File: src/verilog/hppm_consts.vh
/*
 * Constants for the host port pad multiplexer: host mode codes, reset
 * levels and pad counts.
 * Assumes it is included by bare name from the design file.
 */
`ifndef HPPM_CONSTS_VH
`define HPPM_CONSTS_VH

// Host interface mode codes, one-hot
`define HPPM_MODE_W 3
`define HPPM_MODE_NONE 3'h0
`define HPPM_MODE_UART 3'h1
`define HPPM_MODE_SDIO 3'h2
`define HPPM_MODE_SPI 3'h4

// Width of the shared SDIO/SPI pad group: clock, command, data 0..3
`define HPPM_SD_PADS 6
`define HPPM_SD_CLK 0
`define HPPM_SD_CMD 1
`define HPPM_SD_D0 2
`define HPPM_SD_D1 3
`define HPPM_SD_D2 4
`define HPPM_SD_D3 5

// Antenna select pad count
`define HPPM_ANT_PADS 3

// Reset and idle levels
`define HPPM_SLEEP_IND_RST 1'h1
`define HPPM_OE_OFF 1'h0

`endif

File: src/verilog/hppm_pin_mux.v
/*
 * Host port pad multiplexer with reset and supply-valid handling.
 * Routes UART, SDIO or SPI-slave host functions onto shared pads, places
 * the optional wake, flow-control and coexistence functions, and keeps
 * every pad but the reset pad released at power-up, during reset and in sleep.
 * Assumes all inputs are synchronous to core_clk; pads are split into
 * input, output and output enable, resolved outside this module.
 */
`timescale 1ns/1ns
`include "hppm_consts.vh"

module hppm_pin_mux #(
    parameter ANT_W = `HPPM_ANT_PADS
) (
    input wire core_clk,
    input wire reset,
    // Power and reset
    input wire power_on_control_input,
    input wire batterySupplyValid,
    input wire coreRegulatorValid,
    output reg supply_valid_output,
    input wire resetPadIn,
    output wire resetPadOut,
    output wire resetPadOe,
    output wire digitalReset,
    output wire analogReset,
    // Boot and mode selection
    input wire bootDone,
    input wire [`HPPM_MODE_W-1:0] hostModeSelect,
    input wire uartFlowEnable,
    input wire externalRfSwitch,
    input wire sleepRequest,
    // UART core side
    input wire uartTxData,
    output reg uartRxData,
    input wire uartRtsCore,
    output reg uartCtsCore,
    input wire packetPending,
    output wire packetSendAllowed,
    // UART pads
    input wire host_uart_serial_in,
    output reg host_uart_serial_out,
    output reg uartTxOe,
    output reg host_uart_request_to_send,
    output reg rtsOe,
    input wire host_uart_clear_to_send,
    input wire host_ready_for_packet,
    // SDIO/SPI shared pads
    input wire [`HPPM_SD_PADS-1:0] sdPadIn,
    output reg [`HPPM_SD_PADS-1:0] sdPadOut,
    output reg [`HPPM_SD_PADS-1:0] sdPadOe,
    // SDIO core side
    input wire [`HPPM_SD_PADS-1:0] sdCoreOut,
    input wire [`HPPM_SD_PADS-1:0] sdCoreOe,
    output reg [`HPPM_SD_PADS-1:0] sdCoreIn,
    // SPI slave core side
    output reg slave_serial_clock_pad,
    output reg slave_serial_select_low,
    output reg slave_serial_data_in,
    input wire slave_serial_data_out,
    input wire slave_serial_host_interrupt,
    // Wake, coexistence and antenna
    input wire wakeHostRequest,
    output reg wakeHostPad,
    output reg wakeHostOe,
    input wire coexGrantCore,
    output reg coex_grant_out,
    output reg coexGrantOe,
    input wire coex_request_in,
    input wire coex_priority_in,
    output reg coexRequest,
    output reg coexPriority,
    input wire [ANT_W-1:0] antennaSelect,
    output reg [ANT_W-1:0] antennaPad,
    output reg [ANT_W-1:0] antennaOe,
    // Sleep and boot bypass
    output reg device_sleep_indication,
    input wire boot_bypass_or_wake_in,
    output reg bootBypass,
    output reg wakeRequest
);

    // Mode latch state machine, one-hot.
    // BOOT waits for the boot loader to finish and is the only state in
    // which the host mode select is looked at. RUN is normal operation
    // with every selected pad function live. SLEEP releases all pads and
    // waits for the bypass/wake input to go high.
    // Any reset, from the bench-side reset or the reset pad, returns the
    // machine to BOOT, so a new mode can only be chosen after a reset.
    localparam ST_BOOT = 3'h1;
    localparam ST_RUN = 3'h2;
    localparam ST_SLEEP = 3'h4;

    reg [2:0] state;
    reg [2:0] next_state;
    reg [`HPPM_MODE_W-1:0] hostMode;
    wire anyReset;
    wire active;
    wire isUart;
    wire isSdio;
    wire isSpi;

    // Accept only a single one-hot mode code; anything else means no host
    function [`HPPM_MODE_W-1:0] cleanMode;
        input [`HPPM_MODE_W-1:0] m;
        begin
            case (m)
                `HPPM_MODE_UART: cleanMode = `HPPM_MODE_UART;
                `HPPM_MODE_SDIO: cleanMode = `HPPM_MODE_SDIO;
                `HPPM_MODE_SPI: cleanMode = `HPPM_MODE_SPI;
                default: cleanMode = `HPPM_MODE_NONE;
            endcase
        end
    endfunction

    // Reset fan-out.
    // The reset pad is open-drain from our side: we only ever pull it
    // low, so an external supervisor may hold it low as well without a
    // drive fight. The pad level seen back through resetPadIn is the
    // wired result of both parties, which is why the digital reset is
    // taken from the pad and not from the power-on input alone.
    // Limitation: these reset nets are combinational, so a glitch on the
    // pad reaches digitalReset directly; the pad cell is expected to
    // filter spikes before they get here.
    // pad pulled low: only driven, never released high by us
    assign resetPadOut = 1'h0;
    assign resetPadOe = ~power_on_control_input;
    assign analogReset = ~power_on_control_input;
    // reset pad clears digital only; resolved pad level seen here
    assign digitalReset = ~power_on_control_input | ~resetPadIn;
    // relies on the power-on input staying low until supplies settle
    assign anyReset = reset | digitalReset;

    // Supply-valid is registered so a short dip of either supply flag
    // shows up one clock later as a clean low, never as a glitch on the
    // output. It is cleared by the bench-side reset and the full reset, not the pad reset,
    // because the supplies do not depend on digital state.
    // supply-valid follows both always-on supplies, low at start
    always @(posedge core_clk) begin
        if (reset | analogReset)
            supply_valid_output <= 1'h0;
        else
            supply_valid_output <= batterySupplyValid & coreRegulatorValid;
    end

    // Next state of the mode latch and sleep tracking.
    // Sleep may only be entered from RUN: a sleep request during boot is
    // ignored so the mode latch can never be skipped.
    // The wake input is the same pin as the boot bypass; in BOOT it is
    // only reported as a bypass and never moves the state machine.
    always @* begin
        next_state = state;
        case (state)
            ST_BOOT: if (bootDone) next_state = ST_RUN;
            ST_RUN: if (sleepRequest) next_state = ST_SLEEP;
            ST_SLEEP: if (boot_bypass_or_wake_in) next_state = ST_RUN;
            default: next_state = ST_BOOT;
        endcase
    end

    // The mode is captured on the single edge on which BOOT sees
    // bootDone. Later changes of hostModeSelect are ignored on purpose:
    // re-mapping live pads could make two functions drive one pad.
    // An illegal code is latched as "no host" and leaves all host pads
    // released rather than guessing at a mode.
    // mode captured once at boot end, held until next reset
    always @(posedge core_clk) begin
        if (anyReset) begin
            state <= ST_BOOT;
            hostMode <= `HPPM_MODE_NONE;
        end else begin
            state <= next_state;
            if (state == ST_BOOT && bootDone)
                hostMode <= cleanMode(hostModeSelect);
        end
    end

    // Mode decodes used by the pad mux; all of them are false outside
    // RUN, which is what releases every host pad in boot and in sleep.
    assign active = (state == ST_RUN);
    assign isUart = active && hostMode == `HPPM_MODE_UART;
    assign isSdio = active && hostMode == `HPPM_MODE_SDIO;
    assign isSpi = active && hostMode == `HPPM_MODE_SPI;
    // packet transfer gated by host readiness in UART mode only
    assign packetSendAllowed = isUart & host_ready_for_packet & packetPending;

    // Registered pad drive; everything released in boot, reset and sleep.
    // All pad outputs and enables but the reset pad's come from flip-flops so the pads never
    // see decode glitches while the mode or state changes.
    // Trade-off: every pad function lags its core signal by one clock,
    // and enables reach the pads one clock after the state changes.
    // Core-side inputs fed from pads are forced to their idle level when
    // the owning mode is not selected, so an unused core never sees
    // activity from a pad that belongs to another function.
    // Outputs whose enable is off still follow their core value; the
    // enable alone decides whether the pad is driven.
    always @(posedge core_clk) begin
        if (anyReset) begin
            host_uart_serial_out <= 1'h0;
            uartTxOe <= `HPPM_OE_OFF;
            host_uart_request_to_send <= 1'h0;
            rtsOe <= `HPPM_OE_OFF;
            sdPadOut <= {`HPPM_SD_PADS{1'h0}};
            sdPadOe <= {`HPPM_SD_PADS{`HPPM_OE_OFF}};
            wakeHostPad <= 1'h0;
            wakeHostOe <= `HPPM_OE_OFF;
            coex_grant_out <= 1'h0;
            coexGrantOe <= `HPPM_OE_OFF;
            antennaPad <= {ANT_W{1'h0}};
            antennaOe <= {ANT_W{`HPPM_OE_OFF}};
            device_sleep_indication <= `HPPM_SLEEP_IND_RST;
            uartRxData <= 1'h1;
            uartCtsCore <= 1'h0;
            sdCoreIn <= {`HPPM_SD_PADS{1'h0}};
            slave_serial_clock_pad <= 1'h0;
            slave_serial_select_low <= 1'h1;
            slave_serial_data_in <= 1'h0;
            coexRequest <= 1'h0;
            coexPriority <= 1'h0;
            bootBypass <= 1'h0;
            wakeRequest <= 1'h0;
        end else begin

            // UART transmit pad, receive pad used as input only
            host_uart_serial_out <= uartTxData;
            uartTxOe <= isUart;
            uartRxData <= isUart ? host_uart_serial_in : 1'h1;

            // flow control pads only when enabled
            host_uart_request_to_send <= uartRtsCore;
            rtsOe <= isUart & uartFlowEnable;
            uartCtsCore <= isUart & uartFlowEnable & host_uart_clear_to_send;

            // SDIO lines follow the SDIO core's drive
            sdPadOut <= sdCoreOut;
            sdPadOe <= isSdio ? sdCoreOe : {`HPPM_SD_PADS{`HPPM_OE_OFF}};
            sdCoreIn <= isSdio ? sdPadIn : {`HPPM_SD_PADS{1'h0}};

            // SPI shares the SDIO pads: clock, command and data 0 become
            // inputs, data 1 and data 2 outputs, data 3 stays released.
            // The if below overrides the SDIO drive of the two output pads.
            // SPI slave inputs and data-out on the data 1 pad
            slave_serial_clock_pad <= isSpi & sdPadIn[`HPPM_SD_CLK];
            slave_serial_select_low <= ~isSpi | sdPadIn[`HPPM_SD_CMD];
            slave_serial_data_in <= isSpi & sdPadIn[`HPPM_SD_D0];
            if (isSpi) begin
                sdPadOut[`HPPM_SD_D1] <= slave_serial_data_out;
                sdPadOe[`HPPM_SD_D1] <= 1'h1;
                // host interrupt on the data 2 pad
                sdPadOut[`HPPM_SD_D2] <= slave_serial_host_interrupt;
                sdPadOe[`HPPM_SD_D2] <= 1'h1;
            end

            // Optional functions below except the antenna pads are driven whenever running; their
            // software selection is outside this block.
            // wakeup indication; weak pull-down keeps it low when off
            wakeHostPad <= wakeHostRequest;
            wakeHostOe <= active;
            coex_grant_out <= coexGrantCore;
            coexGrantOe <= active;
            // arbiter inputs sampled only while running
            coexRequest <= active & coex_request_in;
            coexPriority <= active & coex_priority_in;

            // antenna pads driven only with an external switch
            antennaPad <= antennaSelect;
            antennaOe <= {ANT_W{active & externalRfSwitch}};

            // Taken from next_state so the host hears about sleep on the
            // same edge the state machine enters it.
            // sleep indication low while asleep, high otherwise
            device_sleep_indication <= (next_state != ST_SLEEP);
            // bypass during boot, wake pulse in sleep
            bootBypass <= (state == ST_BOOT) & boot_bypass_or_wake_in;
            wakeRequest <= (state == ST_SLEEP) & boot_bypass_or_wake_in;
        end
    end

endmodule // hppm_pin_mux

File: config.mk
export PLATFORM = sky130hd
export DESIGN_NAME = hppm_pin_mux
export DESIGN_NICKNAME = d
export VERILOG_FILES = /design/src/verilog/hppm_pin_mux.v
export VERILOG_INCLUDE_DIRS = /design/src /design/src/verilog
export SDC_FILE = /design/constraint.sdc
export NUM_CORES = 1
export LEC_CHECK = 0
export BUFFER_PORTS_ARGS = -buffer_cell sky130_fd_sc_hd__buf_2
export CORE_MARGIN = 2
export CORE_UTILIZATION = 44
export CTS_BUF_LIST = sky130_fd_sc_hd__clkbuf_8
export DETAILED_ROUTE_END_ITERATION = 10
export PLACE_DENSITY = 0.82
export SLEW_MARGIN = 10
export SYNTH_ARGS = -nofsm -noshare
export SYNTH_HDL_FRONTEND = slang
export SYNTH_SLANG_ARGS = --single-unit
File: constraint.sdc
create_clock -name core_clk -period 1.85 [get_ports core_clk]
set_input_delay 0.555 -clock core_clk [delete_from_list [all_inputs] [get_ports core_clk]]
set_output_delay 0.555 -clock core_clk [all_outputs]
set_load 0.02 [all_outputs]
Yosys cells after proc, flatten, opt, wreduce, memory -nomap -nowiden:

Cells that the tools add are included.

* equality and inequality tests: 10
* muxes and demuxes: 8
* bitwise gates (word level): 21
* reduce and logical (&&, ||, !) cells: 6

Operator list (count)
* case mux 3 bit (3 select lines): 2
* AND 1 bit: 12
* equality test 3 x 1 -> 1 bit (second input constant): 3
* equality test 3 x 2 -> 1 bit (second input constant): 3
* equality test 3 bit (second input constant): 3
* two-way mux 3 bit: 3
* two-way mux 5 bit: 1
* NOT 1 bit: 5
* logical AND 1 bit: 4
* two-way mux 2 bit: 2
* bitwise OR 1 bit: 4
* OR reduction 2 bit: 2
* != test 3 bit (second input constant): 1

* bits in registers: 46
* bits of input ports: 47
* output and inout bits: 48

Depth between registers and ports, before layout:

Gate-level depths: netlist of run 1.

* depth after elaboration: 4
* mapped depth: 5
* depth with buffers taken out: 3

Least setup slack after synthesis of run 1:

No wires, ideal clock.

* path type: reg2out
* from: register state[1]
* to: output packetSendAllowed
* arrival time: 1.715 ns
* slack: -0.420 ns
* cell stages (with the launch flop): 4
* path buffers: 1
* cell sequence: dfxtp_1 > buf_4 > or4b_4 > nor4b_1

* cells in the longest elaborated chain, start to end: 4

Ends and longest elaborated chain
* start, declared: RTL line hppm_pin_mux.v:94 `reg [2:0] state;`
* start signal, assigned: RTL line hppm_pin_mux.v:172 `state <= next_state;`
* equality test 3 x 2 -> 1 bit: RTL line hppm_pin_mux.v:180 `assign active = (state == ST_RUN);`
* logical AND 1 bit (no line)
* AND 1 bit (2 in series): RTL line hppm_pin_mux.v:185 `assign packetSendAllowed = isUart & host_ready_for_packet & packetPending;`
* end, declared: RTL line hppm_pin_mux.v:39 `output wire packetSendAllowed,`

Every way passes these cells.

Final worst setup path of run 1:

* from: register hostMode[1]
* to: output packetSendAllowed

* cells in the longest elaborated chain, start to end: 4

Ends and longest elaborated chain
* start, declared: RTL line hppm_pin_mux.v:96 `` reg [`HPPM_MODE_W-1:0] hostMode; ``
* start signal, assigned: RTL line hppm_pin_mux.v:170 `` hostMode <= `HPPM_MODE_NONE; ``
* start signal, assigned: RTL line hppm_pin_mux.v:174 `hostMode <= cleanMode(hostModeSelect);`
* equality test 3 x 1 -> 1 bit (no line)
* logical AND 1 bit (no line)
* AND 1 bit (2 in series): RTL line hppm_pin_mux.v:185

Every way passes these cells.

==> summary.md, run 1 <==
| Metric | Value |
|---|---|
| H-Tree Depth | 2 |
| Max clock buf depth | 2 |
| Initial drt markers | 36 |
| Worst hold path cell count | 2 |
| Kind of critical path | register to output port |
| Floorplan row count | 21 |
| Num Clock Sinks | 46 |
| Core ar. | 3360 µm² |
| Fin util | 66.5% |
| Setup Skew | between 0.006 and 0.007 ns |
| Total Routed Length | approximately 3300 µm |
| R2R Path Start | hostMode[1]$_SDFFE_PP0P_ |
| Synth Register Bits | between 40 and 50 |
| Period minus WS final | 2.13 ns |
| Via-per-instance ratio | approximately 4.5 |
| Worst R2R Setup Slack | between 0.2 and 0.25 ns |
| DRT Pass-1 Iters | 4 |
| Antenna Cells | 0 |
| PortBufs | 93 |
| Tcrit/Tclk final | 115% |
| Routed WL per cell | 11.4 µm |
| Cts hold-fix bufs | 0 |
| Register area share after synthesis | 59.1% |
| Syn Nets | 191 |
| Drt drc | 0 |
| F_max | 470 MHz |
| Final hold vios | 0 |
| HPWL after detailed placement | 2570 µm |
| First-pass GRT wire length | 5250 µm |
| Status | complete, but fails checks |
| Total number of vias | 1,297 |
| Avg Inst Size Synth | 10.8 µm² |
| Skew-Pair Late Insertion Delay | 0.29 ns |
| Vias in the first global route | 1,191 |
| Critical path required time | 1.29 ns |
| Max Cap Violations | 0 |
| FILL cells | approximately 280 |
| Endpoint class of the critical path | output port |
| Starting Density | 46.3% |
| Syn-to-layout area delta | 43.6% |
| Post-Syn Instances | between 100 and 150 |
| TritonCTS clock tree | yes |
| Synthesized area | approximately 1600 µm² |
| CTS Buf Count | 5 |
| Die width | 63.5 µm |
| Register-to-Register Path Depth | 4 |
| CTS root buf | clkbuf_8 |
| Aggregate global-route resource usage | ~17% |
| Reg clk slew, reported paths | 0.08 ns |
| Postcts setup bufs | 0 |
| Maximum VDD drop | ~640 µV |
| Setup WS pre-CTS | 0.0221 ns |
| Die height | around 64 µm |
| I/O pins | 95 |
| Initial antenna violation count | 0 |
| CP Max Fanout | 2 |
| GPL Wtd Cong | 0.790 |
| Die area | about 4000 µm² |
| Min-delay src | host_uart_serial_in |
| # setup viols final | 1 |
| Count of pins over their slew limit | 0 |
| RSZ-0062 raised after global routing | yes |
| HP Class | input port to register |
| Tot Pwr | approximately 2 mW |
| Failing checks | negative setup slack |
| Total gr overflow | 0 |
| # nets final | 288 |
| Layout cells sized above 1 | between 40 and 50% |
| Antenna-violating nets left | 0 |
| Critical path startpoint category | register |
| Largest net degree at the start of global routing | 15 |
| CP startpoint | hostMode[1]$_SDFFE_PP0P_ |
| Synth warnings | 0 |
| Pwr per Cell Area | 898 nW/µm² |
| Worst Path Arrival | 1.57 ns |
| Yosys cell types | 36 |
| PnR worst setup slack | -0.278 ns |
| LEAKAGE | 1.10 nW |
cells in the mapped netlist, drive strengths merged:
cell | number | area (µm²)
a211o | 1 | 8.76
a211oi | 1 | 7.51
a21o | 2 | 15.0
a21oi | 7 | 35.0
and2 | 27 | 169
and2b | 1 | 7.51
and3 | 1 | 6.26
and3b | 1 | 8.76
and4bb | 1 | 12.5
buf | 6 | 45.0
clkbuf | 5 | 18.8
conb | 1 | 3.75
dfxtp | 46 | 921
inv | 1 | 3.75
mux2i | 1 | 10.0
nand2 | 4 | 15.0
nand2b | 6 | 37.5
nand3 | 4 | 20.0
nand3b | 1 | 7.51
nand4bb | 1 | 11.3
nor2 | 6 | 22.5
nor2b | 1 | 6.26
nor3 | 3 | 20.0
nor3b | 1 | 7.51
nor4 | 1 | 12.5
nor4b | 3 | 41.3
o211ai | 1 | 7.51
o21ai | 4 | 20.0
or2 | 1 | 6.26
or2b | 1 | 7.51
or3b | 1 | 8.76
or4b | 1 | 13.8
or4bb | 1 | 11.3
xor2 | 1 | 8.76
final timing paths:
check | to
min | uartRxData$_SDFF_PP1_
max | packetSendAllowed
min reg2reg | hostMode[0]$_SDFFE_PP0P_
max reg2reg | uartCtsCore$_SDFF_PP0_
kinds of logic after synthesis:
family | count (synthesis) | synth area share [%]
simple gates | 67 | 29.1
flops | 46 | 59.1
compound gates | 16 | 6.02
buf+inv | 12 | 4.34
xor+xnor | 1 | 0.562
mux | 1 | 0.643
other cells | 1 | 0.241
state kept, by name (all words and copies together), names as in the netlist, 3 cells and up:
signal      count
sdPadOe         6
sdPadOut        6
hostMode        3
antennaPad      3
state           3
sdCoreIn        6
stage by stage:
| step | setup TNS (ns) | instance area [µm²] | std cells | hold WS (ns) |
|---|---|---|---|---|
| 2_1_floorplan | 0 | 1570 | 144 | 0.488 |
| 3_3_place_gp | 0 | 2090 | 280 | 0.528 |
| 3_5_place_dp | 0 | 2090 | 280 | 0.535 |
| 4_1_cts | -0.282 | 2240 | 288 | 0.434 |
| 5_1_grt | -0.332 | 2240 | 288 | 0.422 |
| 6_report | -0.278 | 2240 | 288 | 0.437 |
power breakdown:
group,internal (mW),switching (mW)
Clock,0.575,0.309
Combinational,0.0613,0.0602
Sequential,0.999,0.00307
critical path, cell delays in order (launching register included):
cell and delay [ns]:
dfxtp_1 0.31, or4b_4 0.55, nor4b_4 0.24, buf_4 0.18
per-layer routing:
layer / GRT usage [%] / part of all wire (%) / up-vias
li1: - / - / 663
met4: 6.25 / 1.9 / 0
met5: 0 / 0 / -
met1: 19.2 / 41 / 570
met3: 6.61 / 8.5 / 7
met2: 28.7 / 49 / 57
cells in the final DEF, fill, tap and decap left out, drive strengths merged, types with 2 or more instances in the layout:
cell and count:
dfxtp 46, clkbuf 6, o21ai 4, bufinv 2
a21o 2, buf 101, nor2 6, a21oi 7
nor3 3, nor4b 3, nand2b 6, and2 27
nand2 4, nand3 4
timing repair:
item                       4_1_cts  5_1_grt
cloned                           0        0
setup endpoints to repair        1        1
gates resized for setup          1        0
cell type report:
cell class | instances | area, µm² | share of cell area [%]
Sequential cell | 46 | 921 | 41.2
Timing Repair Buffer | 101 | 528 | 23.6
Clock buffer | 6 | 82.6 | 3.69
Inverter | 1 | 3.75 | 0.168
Multi-Input combinational cell | 86 | 584 | 26.1
Tap cell | 46 | 57.6 | 2.57
Clock inverter | 2 | 60.1 | 2.68
Note: power is estimated with default switching activity, not from simulation.
==> inputs of run 2 (changes only) <==
Settings changed: MAX_ROUTING_LAYER set to met4, SLEW_MARGIN 10 to not set, TNS_END_PERCENT set to 50.
==> run 2 against run 1 <==
The run still ends with negative setup slack left. Register-to-register slack is essentially flat. Sequential power barely moved. Via count about the same. Critical path type unchanged. Largest cell class unchanged. Highest routed layer unchanged.
==> summary.md, run 2 (synthesized netlist as in run 1, its figures left out) <==
| Metric | Value |
|---|---|
| Net Sw Power | 0.371 mW (-0.38%) |
| Maximum VDD drop | 646 µV (+0.31%) |
| Setup Skew | 0.00586 ns (-0.000576 ns) |
| Floorplan row count | 21 (unchanged) |
| CTS root buf | clkbuf_8 |
| HP Class | input port to register |
| Max Cap Violations | 0 (unchanged) |
| PnR worst setup slack | -0.276 ns (+0.00142 ns) |
| Die width | 63.5 µm (unchanged) |
| First-pass GRT wire length | 5240 µm (-0.11%) |
| Endpoint class of the critical path | output port |
| Status | complete, but fails checks |
| Critical path required time | 1.29 ns (about the same) |
| Max clock buf depth | 2 (unchanged) |
| Pwr per Cell Area | 897 nW/µm² (about the same) |
| WP buf/inv | 1 (unchanged) |
| HPWL after detailed placement | 2570 µm (unchanged) |
| Slowest cell on crit path | or4b_4 |
| Die area | 4030 µm² (unchanged) |
| F_max | 470 MHz (about the same) |
| Cell internal pwr | 1.64 mW (about the same) |
| Via-per-instance ratio | 4.50 (about the same) |
| Critical path startpoint category | register |
| Layout cells sized above 1 | 48.3% (unchanged) |
| RSZ-0062 raised after global routing | yes |
| PortBufs | 93 (unchanged) |
| Final hold vios | 0 (unchanged) |
| Critical path cell sequence | or4b_4 > nor4b_4 > buf_4 |
| Failing checks | negative setup slack |
| Postcts setup bufs | 0 (unchanged) |
| CP Max Fanout | 2 (unchanged) |
| CP max stage delay | 0.55 ns (about the same) |
| Biggest regs | sdCoreIn: 6 flops, sdPadOe: 6 flops, sdPadOut: 6 flops |
| Switching share of total power | 18.5% (-0.057 points) |
| CP top delay family | simple AND/OR/NAND/NOR gates |
| Aggregate global-route resource usage | 17.4% (+0.43 points) |
| Reg clk slew, reported paths | 0.08 ns (about the same) |
| Total gr overflow | 0 (unchanged) |
| Period minus WS final | 2.13 ns (-0.00142 ns) |
| Largest net degree at the start of global routing | 15 (unchanged) |
| DRT Pass-1 Iters | 4 (unchanged) |
| Total number of vias | 1,296 (-0.077%) |
| Die height | 63.5 µm (unchanged) |
| Clock Power Share | 44.0% (about the same) |
| Setup TNS | -0.276 ns (+0.00142 ns) |
| Dpl cells | 280 (unchanged) |
| Comb power frac | 6.1% (about the same) |
| # nets final | 288 (unchanged) |
| Antenna Cells | 0 (unchanged) |
| Routed WL per cell | 11.4 µm (+0.12%) |
| GPL Wtd Cong | 0.801 (+1.4%) |
| CTS Buf Count | 5 (unchanged) |
| Count of pins over their slew limit | 0 (unchanged) |
| Vias in the first global route | 1,195 (+0.34%) |
| LEAKAGE | 1.10 nW (unchanged) |
| Most common cell after layout, fill and taps aside | buf_2 |
| Antenna-violating nets left | 0 (unchanged) |
| Drt drc | 0 (unchanged) |
| FILL cells | 281 (unchanged) |
| Tcrit/Tclk final | 115% (about the same) |
| I/O pins | 95 (unchanged) |
| Most frequent cells in the layout | 92 x buf_2, 46 x dfxtp_1, 27 x and2_1, 9 x buf_4, 7 x a21oi_1 |
| Kind of critical path | register to output port |
| Total Routed Length | 3290 µm (+0.12%) |
| H-Tree Depth | 2 (unchanged) |
| Non-filler cells, final | 288 (unchanged) |
| Initial antenna violation count | 0 (unchanged) |
| Skew-Pair Late Insertion Delay | 0.29 ns (about the same) |
| Starting Density | 46.3% (unchanged) |
| Worst Path Arrival | 1.57 ns (about the same) |
| Sequential group share of total power | 49.9% (about the same) |
| Tot Pwr | 2.01 mW (about the same) |
| TritonCTS clock tree | yes |
| Initial drt markers | 34 (-5.6%) |
| Num Clock Sinks | 46 (unchanged) |
| Core ar. | 3360 µm² (unchanged) |
| # setup viols final | 1 (unchanged) |
| Syn-to-layout area delta | 43.6% (unchanged) |
-- run 2: cell counts in the layout (fill, tap and decap cells not counted) --
Identical to the previous run, type by type.
-- run 2: worst paths after layout --
check / depth (start not counted) / endpoint / slack, ns / start
worst min-delay path: 2 / uartRxData$_SDFF_PP1_ / 0.44 / host_uart_serial_in
worst min register to register: 2 / hostMode[0]$_SDFFE_PP0P_ / 0.54 / hostMode[0]$_SDFFE_PP0P_
worst max-delay path: 3 / packetSendAllowed / -0.28 / hostMode[1]$_SDFFE_PP0P_
worst max register to register: 4 / uartCtsCore$_SDFF_PP0_ / 0.24 / hostMode[1]$_SDFFE_PP0P_
-- run 2: repair_timing --
action | 4_1_cts | 5_1_grt
hold buffers | 0 | 0
setup endpoints to repair | 1 | 1
gates resized for setup | 1 | 0
-- run 2: metrics by stage --
| step | hold WS [ns] | area (µm²) | util, % | worst slack (ns) |
|---|---|---|---|---|
| 2_1_floorplan | 0.488 | 1570 | - | 0.00186 |
| 3_3_place_gp | 0.528 | 2090 | 62.2 | 0.0589 |
| 3_5_place_dp | 0.535 | 2090 | 62.2 | 0.0221 |
| 4_1_cts | 0.434 | 2240 | 66.5 | -0.282 |
| 5_1_grt | 0.422 | 2240 | 66.5 | -0.332 |
| 6_report | 0.439 | 2240 | 66.5 | -0.276 |
-- run 2: worst reg2reg max path, cell delays in order, from the launching register on --
cell and delay (ns):
dfxtp_1 0.31, or4b_4 0.55, buf_4 0.18, nor4b_4 0.32, and3_1 0.20
-- run 2: per-layer routing --
layer  track usage [%]  routed length [µm]
met1              19.3                1360
met2              28.6                1610
met3              6.25                 264
met4              6.52                  58
met5                 -                   0
-- run 2: power by group through the flow --
| stage | Combinational (mW) | Clock (mW) | Sequential, mW |
|---|---|---|---|
| 6_report | 0.122 | 0.883 | 1.00 |
| 3_3_place_gp | 0.120 | 0 | 1.03 |
| 2_1_floorplan | 0.0438 | 0 | 1.04 |
| 5_1_grt | 0.135 | 0.943 | 1.00 |
| 3_5_place_dp | 0.122 | 0 | 1.03 |
| 4_1_cts | 0.123 | 0.896 | 1.00 |
-- run 2: layout make-up --
class,instances,area (µm²),share of cell area (%)
Clock buffer,6,82.6,3.69
Inverter,1,3.75,0.168
Tap cell,46,57.6,2.57
Timing Repair Buffer,101,528,23.6
Multi-Input combinational cell,86,584,26.1
Sequential cell,46,921,41.2
Clock inverter,2,60.1,2.68
